==> config.mk <==
export PLATFORM = sky130hd
export DESIGN_NAME = tmr_dual_timer
export DESIGN_NICKNAME = d
export VERILOG_FILES = /design/src/tmr_dual_timer.v /design/src/tmr_extint.v /design/src/tmr_counter.v
export VERILOG_INCLUDE_DIRS = /design/src
export SDC_FILE = /design/constraint.sdc
export NUM_CORES = 1
export LEC_CHECK = 0
export BUFFER_PORTS_ARGS = -buffer_cell sky130_fd_sc_hd__buf_4
export CAP_MARGIN = 0
export CORE_UTILIZATION = 47
export DETAILED_ROUTE_END_ITERATION = 8
export HOLD_SLACK_MARGIN = 0.08
export PLACE_DENSITY = 0.76
export SETUP_SLACK_MARGIN = 0.02
export SLEW_MARGIN = 20
export SYNTH_ARGS = -nofsm -noshare
export SYNTH_HDL_FRONTEND = slang
export SYNTH_SLANG_ARGS = --single-unit
==> constraint.sdc <==
create_clock -name pclk -period 4.3 [get_ports pclk]
set_input_delay 0.86 -clock pclk [delete_from_list [all_inputs] [get_ports pclk]]
set_output_delay 0.86 -clock pclk [all_outputs]
set_load 0.05 [all_outputs]
==> src/tmr_map.vh <==
// register map, field positions, reset values and timing counts of the dual timer block
// Function
// - overflow flag sets on pass of mode maximum; software or vector acknowledge clears it
// - timer counts only while its run bit is 1; clearing it holds both bytes
// - gate 0 ignores the interrupt pin; gate 1 counts only while that pin is high
// - source select 0 counts prescaled clock; 1 counts pulses on the count pin
// - mode 00 is 8-bit counter behind 5-bit prescale; mode 01 is 16-bit counter
// - mode 10 is an 8-bit counter that reloads itself on overflow
// - mode 11 stops timer 1 and keeps its count
// - mode register holds timer 1 fields in upper nibble, timer 0 in lower
// - interrupt type bit selects level detection at 0, edge detection at 1
// - edge mode sets detect flag on edge; stays until software clear or vector
// - level mode detect flag shows the inverse of the pin level
// - timer 1 and timer 2 select bits pick crystal divided by 12 or 4
// - timer 2 select bit is ignored in baud-rate or clock-output use
// - prescale selects change only timer count rate, not instruction timing
// - idle freezes timers 0, 1 and 2; idle bit always reads 0
// - each count is a separately addressed low byte and high byte
// - timer 0 select bit picks crystal divided by 12 or 4
`ifndef TMR_MAP_VH
`define TMR_MAP_VH

// register indices; byte address is four times the index
`define TMR_IDX_POWER 10'h087
`define TMR_IDX_CTRL 10'h088
`define TMR_IDX_MODE 10'h089
`define TMR_IDX_LO0 10'h08A
`define TMR_IDX_LO1 10'h08B
`define TMR_IDX_HI0 10'h08C
`define TMR_IDX_HI1 10'h08D
`define TMR_IDX_PRESC 10'h08E
`define TMR_IDX_ISTAT 10'h0F0
`define TMR_IDX_ICLR 10'h0F1
`define TMR_IDX_IEN 10'h0F2

// timer_control_flags fields
`define TMR_OV1 7
`define TMR_RUN1 6
`define TMR_OV0 5
`define TMR_RUN0 4
`define TMR_XD1 3
`define TMR_XT1 2
`define TMR_XD0 1
`define TMR_XT0 0

// timer_mode_select fields
`define TMR_T1_GATE 7
`define TMR_T1_CT 6
`define TMR_T1_MODE_HI 5
`define TMR_T1_MODE_LO 4
`define TMR_T0_GATE 3
`define TMR_T0_CT 2
`define TMR_T0_MODE_HI 1
`define TMR_T0_MODE_LO 0

// timer_clock_prescale fields
`define TMR_T2F 5
`define TMR_T1F 4
`define TMR_T0F 3

// power_control fields
`define TMR_SMOD 7
`define TMR_GF1 3
`define TMR_GF0 2
`define TMR_IDLE 0

// reset values
`define TMR_CTRL_RST 8'h00
`define TMR_MODE_RST 8'h00
`define TMR_COUNT_RST 8'h00
`define TMR_PRESC_RST 8'h01
`define TMR_POWER_RST 8'h30

// operating modes
`define TMR_MODE_PRE 2'b00
`define TMR_MODE_16 2'b01
`define TMR_MODE_RELOAD 2'b10
`define TMR_MODE_HALT 2'b11

// crystal divisors
`define TMR_DIV_SLOW 4'hC
`define TMR_DIV_FAST 4'h4

`endif

==> src/tmr_dual_timer.v <==
// top of the dual timer/counter with external interrupt detectors and apb register slave
`timescale 1ns/1ns
`include "tmr_map.vh"
module tmr_dual_timer (
    input wire pclk,
    input wire presetn,
    input wire pce,
    input wire psel,
    input wire penable,
    input wire pwrite,
    input wire [11:0] paddr,
    input wire [31:0] pwdata,
    output reg [31:0] prdata,
    output wire pready,
    output wire pslverr,
    input wire ext_irq0_pin,
    input wire ext_irq1_pin,
    input wire t0_count_pin,
    input wire t1_count_pin,
    input wire t0_irq_ack,
    input wire t1_irq_ack,
    input wire ext_irq0_ack,
    input wire ext_irq1_ack,
    input wire idle_wake,
    output wire irq,
    output reg t0_overflow_flag,
    output reg t1_overflow_flag,
    output wire ext_irq0_detect,
    output wire ext_irq1_detect,
    output reg timers_frozen,
    output wire t2_prescale_select
);
    // ----------------------------------------------------------------
    // functions
    // ----------------------------------------------------------------
    function count_allowed;
        input run;
        input gate;
        input pin;
        begin
            count_allowed = run & (~gate | pin);
        end
    endfunction

    // ----------------------------------------------------------------
    // declarations
    // ----------------------------------------------------------------
    reg t0_run;
    reg t1_run;
    reg ext_irq0_type;
    reg ext_irq1_type;
    reg [7:0] timer_mode_select;
    reg [5:0] presc_bits;
    reg smod;
    reg gf1;
    reg gf0;
    reg [3:0] irq_status;
    reg [3:0] irq_enable;
    reg [3:0] sync1;
    reg [3:0] sync2;
    reg [1:0] cnt_prev;
    reg [7:0] rd_val;
    reg rd_hit;
    wire [7:0] timer0_count_low;
    wire [7:0] timer0_count_high;
    wire [7:0] timer1_count_low;
    wire [7:0] timer1_count_high;
    wire t0_ov;
    wire t1_ov;
    wire ext0_edge;
    wire ext1_edge;
    wire [9:0] idx = paddr[11:2];
    wire setup = psel & ~penable;
    wire access = psel & penable & pce;
    wire wr = access & pwrite & rd_hit;
    wire [7:0] wbyte = pwdata[7:0];
    wire w_pwr = wr & (idx == `TMR_IDX_POWER);
    wire w_ctl = wr & (idx == `TMR_IDX_CTRL);
    wire w_mod = wr & (idx == `TMR_IDX_MODE);
    wire w_lo0 = wr & (idx == `TMR_IDX_LO0);
    wire w_lo1 = wr & (idx == `TMR_IDX_LO1);
    wire w_hi0 = wr & (idx == `TMR_IDX_HI0);
    wire w_hi1 = wr & (idx == `TMR_IDX_HI1);
    wire w_presc = wr & (idx == `TMR_IDX_PRESC);
    wire w_iclr = wr & (idx == `TMR_IDX_ICLR);
    wire w_ien = wr & (idx == `TMR_IDX_IEN);

    // ----------------------------------------------------------------
    // pin synchronisers
    // ----------------------------------------------------------------
    // order: 0 ext_irq0, 1 ext_irq1, 2 t0_count, 3 t1_count
    always @(posedge pclk or negedge presetn)
    begin
        if (!presetn)
        begin
            sync1 <= 4'hF;
            sync2 <= 4'hF;
            cnt_prev <= 2'h3;
        end
        else if (pce)
        begin
            sync1 <= {t1_count_pin, t0_count_pin, ext_irq1_pin, ext_irq0_pin};
            sync2 <= sync1;
            cnt_prev <= sync2[3:2];
        end
    end

    // counter mode takes one count per falling edge on the count pin
    wire [1:0] cnt_fall = cnt_prev & ~sync2[3:2];

    // ----------------------------------------------------------------
    // idle control
    // ----------------------------------------------------------------
    always @(posedge pclk or negedge presetn)
    begin
        if (!presetn)
            timers_frozen <= 1'b0;
        else if (pce)
        begin
            if (idle_wake)
                timers_frozen <= 1'b0;
            else if (w_pwr && wbyte[`TMR_IDLE])
                timers_frozen <= 1'b1;
        end
    end

    // ----------------------------------------------------------------
    // control registers
    // ----------------------------------------------------------------
    always @(posedge pclk or negedge presetn)
    begin
        if (!presetn)
        begin
            t0_run <= 1'b0;
            t1_run <= 1'b0;
            ext_irq0_type <= 1'b0;
            ext_irq1_type <= 1'b0;
            timer_mode_select <= `TMR_MODE_RST;
            presc_bits <= 6'h01;
            smod <= 1'b0;
            gf1 <= 1'b0;
            gf0 <= 1'b0;
            irq_enable <= 4'h0;
        end
        else if (pce)
        begin
            if (w_ctl)
            begin
                t0_run <= wbyte[`TMR_RUN0];
                t1_run <= wbyte[`TMR_RUN1];
                ext_irq0_type <= wbyte[`TMR_XT0];
                ext_irq1_type <= wbyte[`TMR_XT1];
            end
            if (w_mod)
                timer_mode_select <= wbyte;
            if (w_presc)
                presc_bits <= wbyte[5:0];
            if (w_pwr)
            begin
                smod <= wbyte[`TMR_SMOD];
                gf1 <= wbyte[`TMR_GF1];
                gf0 <= wbyte[`TMR_GF0];
            end
            if (w_ien)
                irq_enable <= wbyte[3:0];
        end
    end

    // ----------------------------------------------------------------
    // overflow flags
    // ----------------------------------------------------------------
    // a new overflow wins over a clear in the same cycle
    always @(posedge pclk or negedge presetn)
    begin
        if (!presetn)
        begin
            t0_overflow_flag <= 1'b0;
            t1_overflow_flag <= 1'b0;
        end
        else if (pce)
        begin
            if (t0_ov)
                t0_overflow_flag <= 1'b1;
            else if (w_ctl)
                t0_overflow_flag <= wbyte[`TMR_OV0];
            else if (t0_irq_ack)
                t0_overflow_flag <= 1'b0;
            if (t1_ov)
                t1_overflow_flag <= 1'b1;
            else if (w_ctl)
                t1_overflow_flag <= wbyte[`TMR_OV1];
            else if (t1_irq_ack)
                t1_overflow_flag <= 1'b0;
        end
    end

    // ----------------------------------------------------------------
    // interrupt status
    // ----------------------------------------------------------------
    wire [3:0] events = {ext1_edge, ext0_edge, t1_ov, t0_ov};
    wire [3:0] clr_mask = w_iclr ? wbyte[3:0] : 4'h0;

    always @(posedge pclk or negedge presetn)
    begin
        if (!presetn)
            irq_status <= 4'h0;
        else if (pce)
            irq_status <= (irq_status & ~clr_mask) | events;
    end

    assign irq = |(irq_status & irq_enable);

    // ----------------------------------------------------------------
    // timer channels
    // ----------------------------------------------------------------
    wire t0_en = count_allowed(t0_run, timer_mode_select[`TMR_T0_GATE], sync2[0]);
    // mode 11 stops timer 1; its count stays readable and writable
    wire t1_en = count_allowed(t1_run, timer_mode_select[`TMR_T1_GATE], sync2[1])
        & (timer_mode_select[5:4] != `TMR_MODE_HALT);

    tmr_counter u_timer0 (
        .clk(pclk),
        .rst_n(presetn),
        .ce(pce),
        .freeze(timers_frozen),
        .enable(t0_en),
        .ext_mode(timer_mode_select[`TMR_T0_CT]),
        .ext_tick(cnt_fall[0]),
        .fast(presc_bits[`TMR_T0F]),
        .mode(timer_mode_select[1:0]),
        .wr_low(w_lo0),
        .wr_high(w_hi0),
        .wdata(wbyte),
        .count_low(timer0_count_low),
        .count_high(timer0_count_high),
        .overflow(t0_ov)
    );

    tmr_counter u_timer1 (
        .clk(pclk),
        .rst_n(presetn),
        .ce(pce),
        .freeze(timers_frozen),
        .enable(t1_en),
        .ext_mode(timer_mode_select[`TMR_T1_CT]),
        .ext_tick(cnt_fall[1]),
        .fast(presc_bits[`TMR_T1F]),
        .mode(timer_mode_select[5:4]),
        .wr_low(w_lo1),
        .wr_high(w_hi1),
        .wdata(wbyte),
        .count_low(timer1_count_low),
        .count_high(timer1_count_high),
        .overflow(t1_ov)
    );

    // timer 2 lives elsewhere; it ignores this bit in baud and clock-out use
    assign t2_prescale_select = presc_bits[`TMR_T2F];

    // ----------------------------------------------------------------
    // external interrupt detectors
    // ----------------------------------------------------------------
    tmr_extint u_ext0 (
        .clk(pclk),
        .rst_n(presetn),
        .ce(pce),
        .pin(sync2[0]),
        .edge_sel(ext_irq0_type),
        .sw_wr(w_ctl),
        .sw_val(wbyte[`TMR_XD0]),
        .ack(ext_irq0_ack),
        .detect(ext_irq0_detect),
        .edge_event(ext0_edge)
    );

    tmr_extint u_ext1 (
        .clk(pclk),
        .rst_n(presetn),
        .ce(pce),
        .pin(sync2[1]),
        .edge_sel(ext_irq1_type),
        .sw_wr(w_ctl),
        .sw_val(wbyte[`TMR_XD1]),
        .ack(ext_irq1_ack),
        .detect(ext_irq1_detect),
        .edge_event(ext1_edge)
    );

    // ----------------------------------------------------------------
    // register read decode
    // ----------------------------------------------------------------
    always @*
    begin
        rd_hit = 1'b1;
        rd_val = 8'h00;
        case (idx)
            `TMR_IDX_POWER:
                rd_val = {smod, 3'b011, gf1, gf0, 2'b00};
            `TMR_IDX_CTRL:
                rd_val = {t1_overflow_flag, t1_run, t0_overflow_flag, t0_run,
                    ext_irq1_detect, ext_irq1_type, ext_irq0_detect, ext_irq0_type};
            `TMR_IDX_MODE:
                rd_val = timer_mode_select;
            `TMR_IDX_LO0:
                rd_val = timer0_count_low;
            `TMR_IDX_LO1:
                rd_val = timer1_count_low;
            `TMR_IDX_HI0:
                rd_val = timer0_count_high;
            `TMR_IDX_HI1:
                rd_val = timer1_count_high;
            `TMR_IDX_PRESC:
                rd_val = {2'b00, presc_bits};
            `TMR_IDX_ISTAT:
                rd_val = {4'h0, irq_status};
            `TMR_IDX_ICLR:
                rd_val = 8'h00;
            `TMR_IDX_IEN:
                rd_val = {4'h0, irq_enable};
            default:
                rd_hit = 1'b0;
        endcase
    end

    // ----------------------------------------------------------------
    // apb response
    // ----------------------------------------------------------------
    // read data is taken in the setup cycle so it comes from a flop
    always @(posedge pclk or negedge presetn)
    begin
        if (!presetn)
            prdata <= 32'h00000000;
        else if (pce && setup)
            prdata <= {24'h000000, rd_val};
    end

    // no wait states while enabled; held clock enable stretches the access
    assign pready = pce;
    assign pslverr = psel & penable & ~rd_hit;

endmodule // tmr_dual_timer

==> src/tmr_extint.v <==
// external interrupt level or edge detector
`timescale 1ns/1ns
module tmr_extint (
    input wire clk,
    input wire rst_n,
    input wire ce,
    input wire pin,
    input wire edge_sel,
    input wire sw_wr,
    input wire sw_val,
    input wire ack,
    output wire detect,
    output reg edge_event
);
    reg prev;
    reg flag;
    // pin is active low: a falling edge is the request
    wire fall = prev & ~pin;

    always @(posedge clk or negedge rst_n)
    begin
        if (!rst_n)
        begin
            prev <= 1'b1;
            flag <= 1'b0;
            edge_event <= 1'b0;
        end
        else if (ce)
        begin
            prev <= pin;
            edge_event <= edge_sel & fall;
            if (!edge_sel)
                flag <= 1'b0;
            else if (fall)
                flag <= 1'b1;
            else if (sw_wr)
                flag <= sw_val;
            else if (ack)
                flag <= 1'b0;
        end
    end

    assign detect = edge_sel ? flag : ~pin;
endmodule // tmr_extint

==> src/tmr_counter.v <==
// one timer/counter channel with its own prescaler and four modes
`timescale 1ns/1ns
`include "tmr_map.vh"
module tmr_counter (
    input wire clk,
    input wire rst_n,
    input wire ce,
    input wire freeze,
    input wire enable,
    input wire ext_mode,
    input wire ext_tick,
    input wire fast,
    input wire [1:0] mode,
    input wire wr_low,
    input wire wr_high,
    input wire [7:0] wdata,
    output reg [7:0] count_low,
    output reg [7:0] count_high,
    output reg overflow
);
    reg [3:0] pre;
    // own divider per channel, so the cpu cycle is never touched
    wire [3:0] pre_last = fast ? (`TMR_DIV_FAST - 4'h1) : (`TMR_DIV_SLOW - 4'h1);
    wire pre_tick = (pre >= pre_last);
    wire tick = enable & (ext_mode ? ext_tick : pre_tick);

    always @(posedge clk or negedge rst_n)
    begin
        if (!rst_n)
            pre <= 4'h0;
        else if (ce && !freeze)
            pre <= pre_tick ? 4'h0 : pre + 4'h1;
    end

    always @(posedge clk or negedge rst_n)
    begin
        if (!rst_n)
        begin
            count_low <= `TMR_COUNT_RST;
            count_high <= `TMR_COUNT_RST;
            overflow <= 1'b0;
        end
        else if (ce)
        begin
            overflow <= 1'b0;
            if (wr_low)
                count_low <= wdata;
            if (wr_high)
                count_high <= wdata;
            // a software write wins over a count in the same cycle
            if (!freeze && tick && !wr_low && !wr_high)
            begin
                case (mode)
                    `TMR_MODE_PRE:
                    begin
                        if (&count_low[4:0])
                        begin
                            count_low[4:0] <= 5'h00;
                            count_high <= count_high + 8'h01;
                            overflow <= &count_high;
                        end
                        else
                            count_low[4:0] <= count_low[4:0] + 5'h01;
                    end
                    `TMR_MODE_16:
                    begin
                        count_low <= count_low + 8'h01;
                        if (&count_low)
                        begin
                            count_high <= count_high + 8'h01;
                            overflow <= &count_high;
                        end
                    end
                    `TMR_MODE_RELOAD:
                    begin
                        if (&count_low)
                        begin
                            count_low <= count_high;
                            overflow <= 1'b1;
                        end
                        else
                            count_low <= count_low + 8'h01;
                    end
                    default:
                    begin
                        count_low <= count_low;
                    end
                endcase
            end
        end
    end
endmodule // tmr_counter

==> qor.yml, run 1 <==
status:
  status: "finished, final reports clean"
timing:
  worst_slew_pin_slew_ns: 0.883
  setup_viol: 0
  min_period_ns: 3.50
  fin_ws_ns: 0.803
  finClkSkew_ns: 0.0137
  relSlewSlack: 0.408
  holdWs_ns: 0.485
  slew_violations: 0
  max_freq_mhz: 286
  finalHoldViolCount: 0
  setup_tns_ns: 0
  finalCritPeriodShare: 0.813
  rsz0062_at_grt: "no"
grt:
  antenna_found_initial: 1
  grt_max_degree: 56
  grt_pass1_wl_um: 30900
  track_usage: 0.281
  overflow: 0
  grt_pass1_vias: 5731
finish:
  drive_above_1_share: 0.199
  nets: 830
  n_fill_cell: 1250
  area_growth_pct: 11.3
  diodes: 0
critical_path:
  cp-end-kind: "primary output"
  crit_required_ns: 3.44
  critPathKind: "primary input to primary output"
  crit_fanout: 7
  start_kind: "primary input"
  crit_arrival_ns: 2.64
floorplan:
  dieArea_um2: 14400
  pin_count: 100
  start_util: 0.488
  core_um2: 13500
  fp.dieH_um: 120
  die_w_um: 120
  rows: 42
yosys:
  yosysWarnings: 0
  async_reset_ff_frac: 1.00
  synth_area_um2: 6560
  ys_ff_latch: 98
  synth_cell_type_count: 74
  synth_area_per_cell_um2: 9.12
  synth_edf_count: 0
  ys_seq_area_frac: 0.376
  synth_flop_cell: "dfrtp_1"
  synthCells: 719
cts:
  cts_hold_buf: 0
  post_cts_buffers: 0
  cts_tree: "done"
  clkLatencyLatePin_ns: 0.36
  cts.htree.levels: 3
  cts-root-buf: "clkbuf_16"
  post_cts_resized: 0
  clock_sinks: 98
  clk_pin_slew_ns: 0.07
  cts_buffers: 9
  cts_buffer_depth: 2
placed_design:
  dp_slack_ns: 0.810
  io_buffer_count: 49
  hpwl_um: 14600
  gp_congestion: 0.990
detailed_routing:
  drc: 0
  firstDrtPassIters: 6
  ant_nets: 0
  vias_per_cell: 6.36
  drt_wl_total_um: 19700
  num_vias: 5943
  post_drt_wl_per_cell_um: 21.1
  drt-initial-drc-count: 491
power:
  p_leak_uw: 0.00301
  power_density_nw_per_um2: 315
  peakVddDrop_mv: 0.343
job:
  cap_violations: 0
hold_path:
  min_path_type: "flip-flop to flip-flop"
[metrics by stage]
stage / cells / area, µm² / utilization / power (µW)
final: 934 / 7300 / 0.543 / 2300
after CTS: 934 / 7300 / 0.543 / 2310
after detailed placement: 918 / 6990 / 0.520 / 1460
after floorplan: 742 / 6650 / - / 1340
after global placement: 918 / 6990 / 0.520 / 1440
after global routing: 934 / 7300 / 0.543 / 2390
[area by class of cell]
| type | count | area (µm²) | share of cell area |
|---|---|---|---|
| multi-input combinational | 563 | 3760 | 0.515 |
| sequential | 98 | 2470 | 0.338 |
| timing repair buffer | 63 | 473 | 0.0648 |
| clock buffer | 9 | 225 | 0.0309 |
| tap | 176 | 220 | 0.0302 |
| clock inverter | 7 | 82.6 | 0.0113 |
| inverter | 18 | 67.6 | 0.00926 |
[state kept, by name (all words and copies together), names as in the netlist, 2 cells and up]
name and count:
u_timer1.pre 4, prdata 8, irq_status 4, u_timer0.count_low 8, u_timer0.pre 4, cnt_prev 2, irq_enable 4, sync2 4
u_timer1.count_low 8, sync1 4, u_timer0.count_high 8, presc_bits 6, u_timer1.count_high 8, timer_mode_select 8
[path summary, 6_finish.rpt]
| check | start | endpoint | slack [ns] | cells after the start |
|---|---|---|---|---|
| max | paddr[7] | pslverr | 0.80 | 6 |
| min | prdata[1] | prdata[1] | 0.48 | 2 |
| max reg2reg | u_timer1.pre[3] | u_timer1.count_high[7] | 1.30 | 7 |
| min reg2reg | prdata[1] | prdata[1] | 0.48 | 2 |
| max in group asynchronous | presetn | u_ext1.prev | 2.89 | 2 |
| min in group asynchronous | presetn | u_timer1.count_low[0] | 0.53 | 1 |
[kinds of logic after synthesis]
| group | share of synthesized area |
|---|---|
| AOI/OAI and AO/OA | 0.201 |
| xor gates and xnor gates | 0.00935 |
| adders and majority gates | 0.0343 |
| buffers and inverters | 0.0633 |
| DFF | 0.376 |
| muxes | 0.111 |
| other | 0.000572 |
| and+or+nand+nor | 0.204 |
[cells in the final DEF (no fill, tap or decap), drive strengths merged, types with 10 or more instances in the layout]
cell / n
nor3: 17
mux2: 39
conb: 24
mux2i: 29
nand3: 26
a22oi: 12
nor2: 44
dfrtp: 85
dfstp: 13
nand2: 76
a21oi: 26
inv: 22
ha: 18
nand4: 10
o21ai: 56
a31oi: 10
nand2b: 15
buf: 63
and3: 15
[metal layers]
| layer | global-route usage | vias up | wire length (µm) |
|---|---|---|---|
| li1 | - | 2701 | - |
| met1 | 0.358 | 2919 | 8080 |
| met2 | 0.442 | 256 | 9260 |
| met3 | 0.0760 | 65 | 1530 |
| met4 | 0.133 | 2 | 854 |
| met5 | 0 | - | 13 |
[cells in the mapped netlist (all sizes together) (7+ instances only)]
library cell	n	share of area
dfrtp	85	0.32
a221o	8	0.012
nor3	17	0.014
mux2	39	0.067
o21ai	56	0.043
clkbuf	24	0.014
a22oi	12	0.014
o22a	7	0.0093
a22o	9	0.012
ha	18	0.034
o22ai	9	0.0086
a31oi	10	0.0095
nand2	76	0.043
nor2	44	0.025
and3	15	0.014
nand4	10	0.0095
a21oi	26	0.020
dfstp	13	0.052
nand2b	15	0.014
inv	18	0.010
nand3	26	0.023
buf	39	0.039
o211ai	9	0.010
mux2i	29	0.044
[critical path, stage by stage]
cell and delay [ns]:
buf_4 0.12, or4b_1 0.71, or2_2 0.41, o21ai_0 0.25, nor3_1 0.09, buf_4 0.19
[where the power goes]
group | leakage [µW] | switching [µW] | internal (µW) | total [µW]
combinational | 0.00157 | 269 | 130 | 399
sequential | 0.00128 | 52.3 | 995 | 1050
clock | 0.000150 | 392 | 463 | 855
total | 0.00301 | 714 | 1590 | 2300
(Power assumes the default switching activity.)
==> inputs of run 2 (changes only) <==
--- a/config.mk
+++ b/config.mk
@@ -11,7 +11,7 @@
 export CORE_UTILIZATION = 47
 export DETAILED_ROUTE_END_ITERATION = 8
 export HOLD_SLACK_MARGIN = 0.08
-export PLACE_DENSITY = 0.76
+export PLACE_DENSITY = 0.79
 export SETUP_SLACK_MARGIN = 0.02
 export SLEW_MARGIN = 20
 export SYNTH_ARGS = -nofsm -noshare
==> constraint.sdc (replaced) <==
create_clock -name pclk -period 2.9 [get_ports pclk]
set_input_delay 0.58 -clock pclk [delete_from_list [all_inputs] [get_ports pclk]]
set_output_delay 0.58 -clock pclk [all_outputs]
set_load 0.05 [all_outputs]
==> run 2 against run 1 <==
Against the previous run: final cell count grew 3.9%; largest power group unchanged; sequential share of layout area decreased by 1.4 points; routed wire length rose by 1.7%; highest routed layer is now met4.
==> qor.yml, run 2 (synthesis results as in run 1) <==
power:
  peakVddDrop_mv: 0.545
  clkPwrFrac: 0.394
  p_int_uw: 2530
  pwr-share-comb: 0.172
  p_leak_uw: 0.00320
  power_density_nw_per_um2: 469
  p_seq_frac: 0.435
  power_uw: 3570
  sw_frac_of_total: 0.292
  net-switching-power_uw: 1040
cts:
  cts-root-buf: "clkbuf_16"
  cts.htree.levels: 3
  cts_buffers: 9
  clock_sinks: 98
  cts_buffer_depth: 2
  clkLatencyLatePin_ns: 0.36
  post_cts_buffers: 0
  clk_pin_slew_ns: 0.07
  cts_tree: "done"
  cts_hold_buf: 0
grt:
  overflow: 0
  gr-usage-met3: 0.0703
  globalRouteMet2Util: 0.454
  track_usage: 0.287
  use_met1: 0.380
  grt_pass1_wl_um: 31300
  top_usage_layer: "met2"
  grt_pass1_vias: 5687
  grt_max_degree: 56
  antenna_found_initial: 0
placed_design:
  post-place-cells: 954
  hpwl_um: 14900
  gp_congestion: 0.932
  io_buffer_count: 49
critical_path:
  start_kind: "primary input"
  critPathKind: "primary input to primary output"
  crit_fanout: 4
  crit_arrival_ns: 2.14
  cp-end-kind: "primary output"
  crit_required_ns: 2.32
timing:
  setup_viol: 0
  rsz0062_at_grt: "no"
  worst_slew_pin_slew_ns: 0.702
  finalHoldViolCount: 0
  max_freq_mhz: 368
  finalCritPeriodShare: 0.937
  min_period_ns: 2.72
  relSlewSlack: 0.532
  slew_violations: 0
  holdWs_ns: 0.268
  finClkSkew_ns: 0.00895
finish:
  nets: 866
  layout_commonest_cell: "buf_4"
  drive_above_1_share: 0.237
  fin_cells: 970
  final_core_util: 0.566
  mostFrequentLayoutCells: "99 x buf_4, 85 x dfrtp_1, 76 x nand2_1, 53 x o21ai_0, 44 x nor2_1"
  area_growth_pct: 16.1
  diodes: 0
floorplan:
  dieArea_um2: 14400
  die_w_um: 120
  start_util: 0.488
  fp.dieH_um: 120
  rows: 42
  core_um2: 13500
  pin_count: 100
detailed_routing:
  num_vias: 6087
  post_drt_wl_per_cell_um: 20.7
  drt-initial-drc-count: 604
  firstDrtPassIters: 5
  vias_per_cell: 6.28
  drt_wl_total_um: 20100
  ant_nets: 0
  drc: 0
status:
  status: "finished, final reports clean"
hold_path:
  min_path_type: "primary input to asynchronous set/reset pin"
job:
  cap_violations: 0
==> run 2: power by group through the flow <==
stage          sequential [µW]  combinational [µW]  clock, µW
2_1_floorplan             1590                 392          0
3_3_place_gp              1570                 591          0
3_5_place_dp              1570                 610          0
4_1_cts                   1550                 615       1420
5_1_grt                   1560                 666       1470
6_report                  1550                 613       1410
==> run 2: worst paths after layout <==
check,depth (start not counted),to,slack [ns],start
min in group pclk,2,timers_frozen,0.39,idle_wake
min reg2reg,1,u_ext1.flag,0.49,u_ext1.flag
min,1,u_timer1.count_high[3],0.27,presetn
max in group asynchronous,2,sync1[2],1.88,presetn
max,6,pslverr,0.18,paddr[7]
max reg2reg,7,u_timer1.count_high[1],0.20,u_timer1.pre[3]
==> run 2: critical path: stages <==
cell     delay [ns]
buf_4          0.12
or4b_1         0.61
or2_2          0.34
o21ai_1        0.22
nor3_2         0.07
buf_4          0.19
==> run 2: cell type report <==
| class | count | area, µm² |
|---|---|---|
| well taps | 176 | 220 |
| flip-flops and latches | 98 | 2470 |
| fillers | 1230 | 5840 |
| inverters | 18 | 67.6 |
| clock inverters | 6 | 115 |
| multi-input cells | 563 | 3770 |
| clock buffers | 10 | 229 |
| repair buffers | 99 | 743 |
==> run 2: metrics by stage <==
stage | TNS [ns] | setup WS, ns | instance area, µm²
2_1_floorplan | 0 | 0.288 | 6650
3_3_place_gp | 0 | 0.0327 | 7270
3_5_place_dp | -0.141 | -0.0487 | 7270
4_1_cts | 0 | 0.0896 | 7620
5_1_grt | 0 | 0.0288 | 7620
6_report | 0 | 0.184 | 7620
==> run 2: timing repair <==
action                                 4_1_cts  5_1_grt
gates resized for setup                      1        1
setup endpoints to repair                    5        1
endpoints found under the hold margin        0        0
==> run 2: layer usage <==
layer	up-vias	routed length (µm)
li1	2769	-
met1	2939	8360
met2	333	9280
met3	46	1900
met4	0	520
met5	-	0
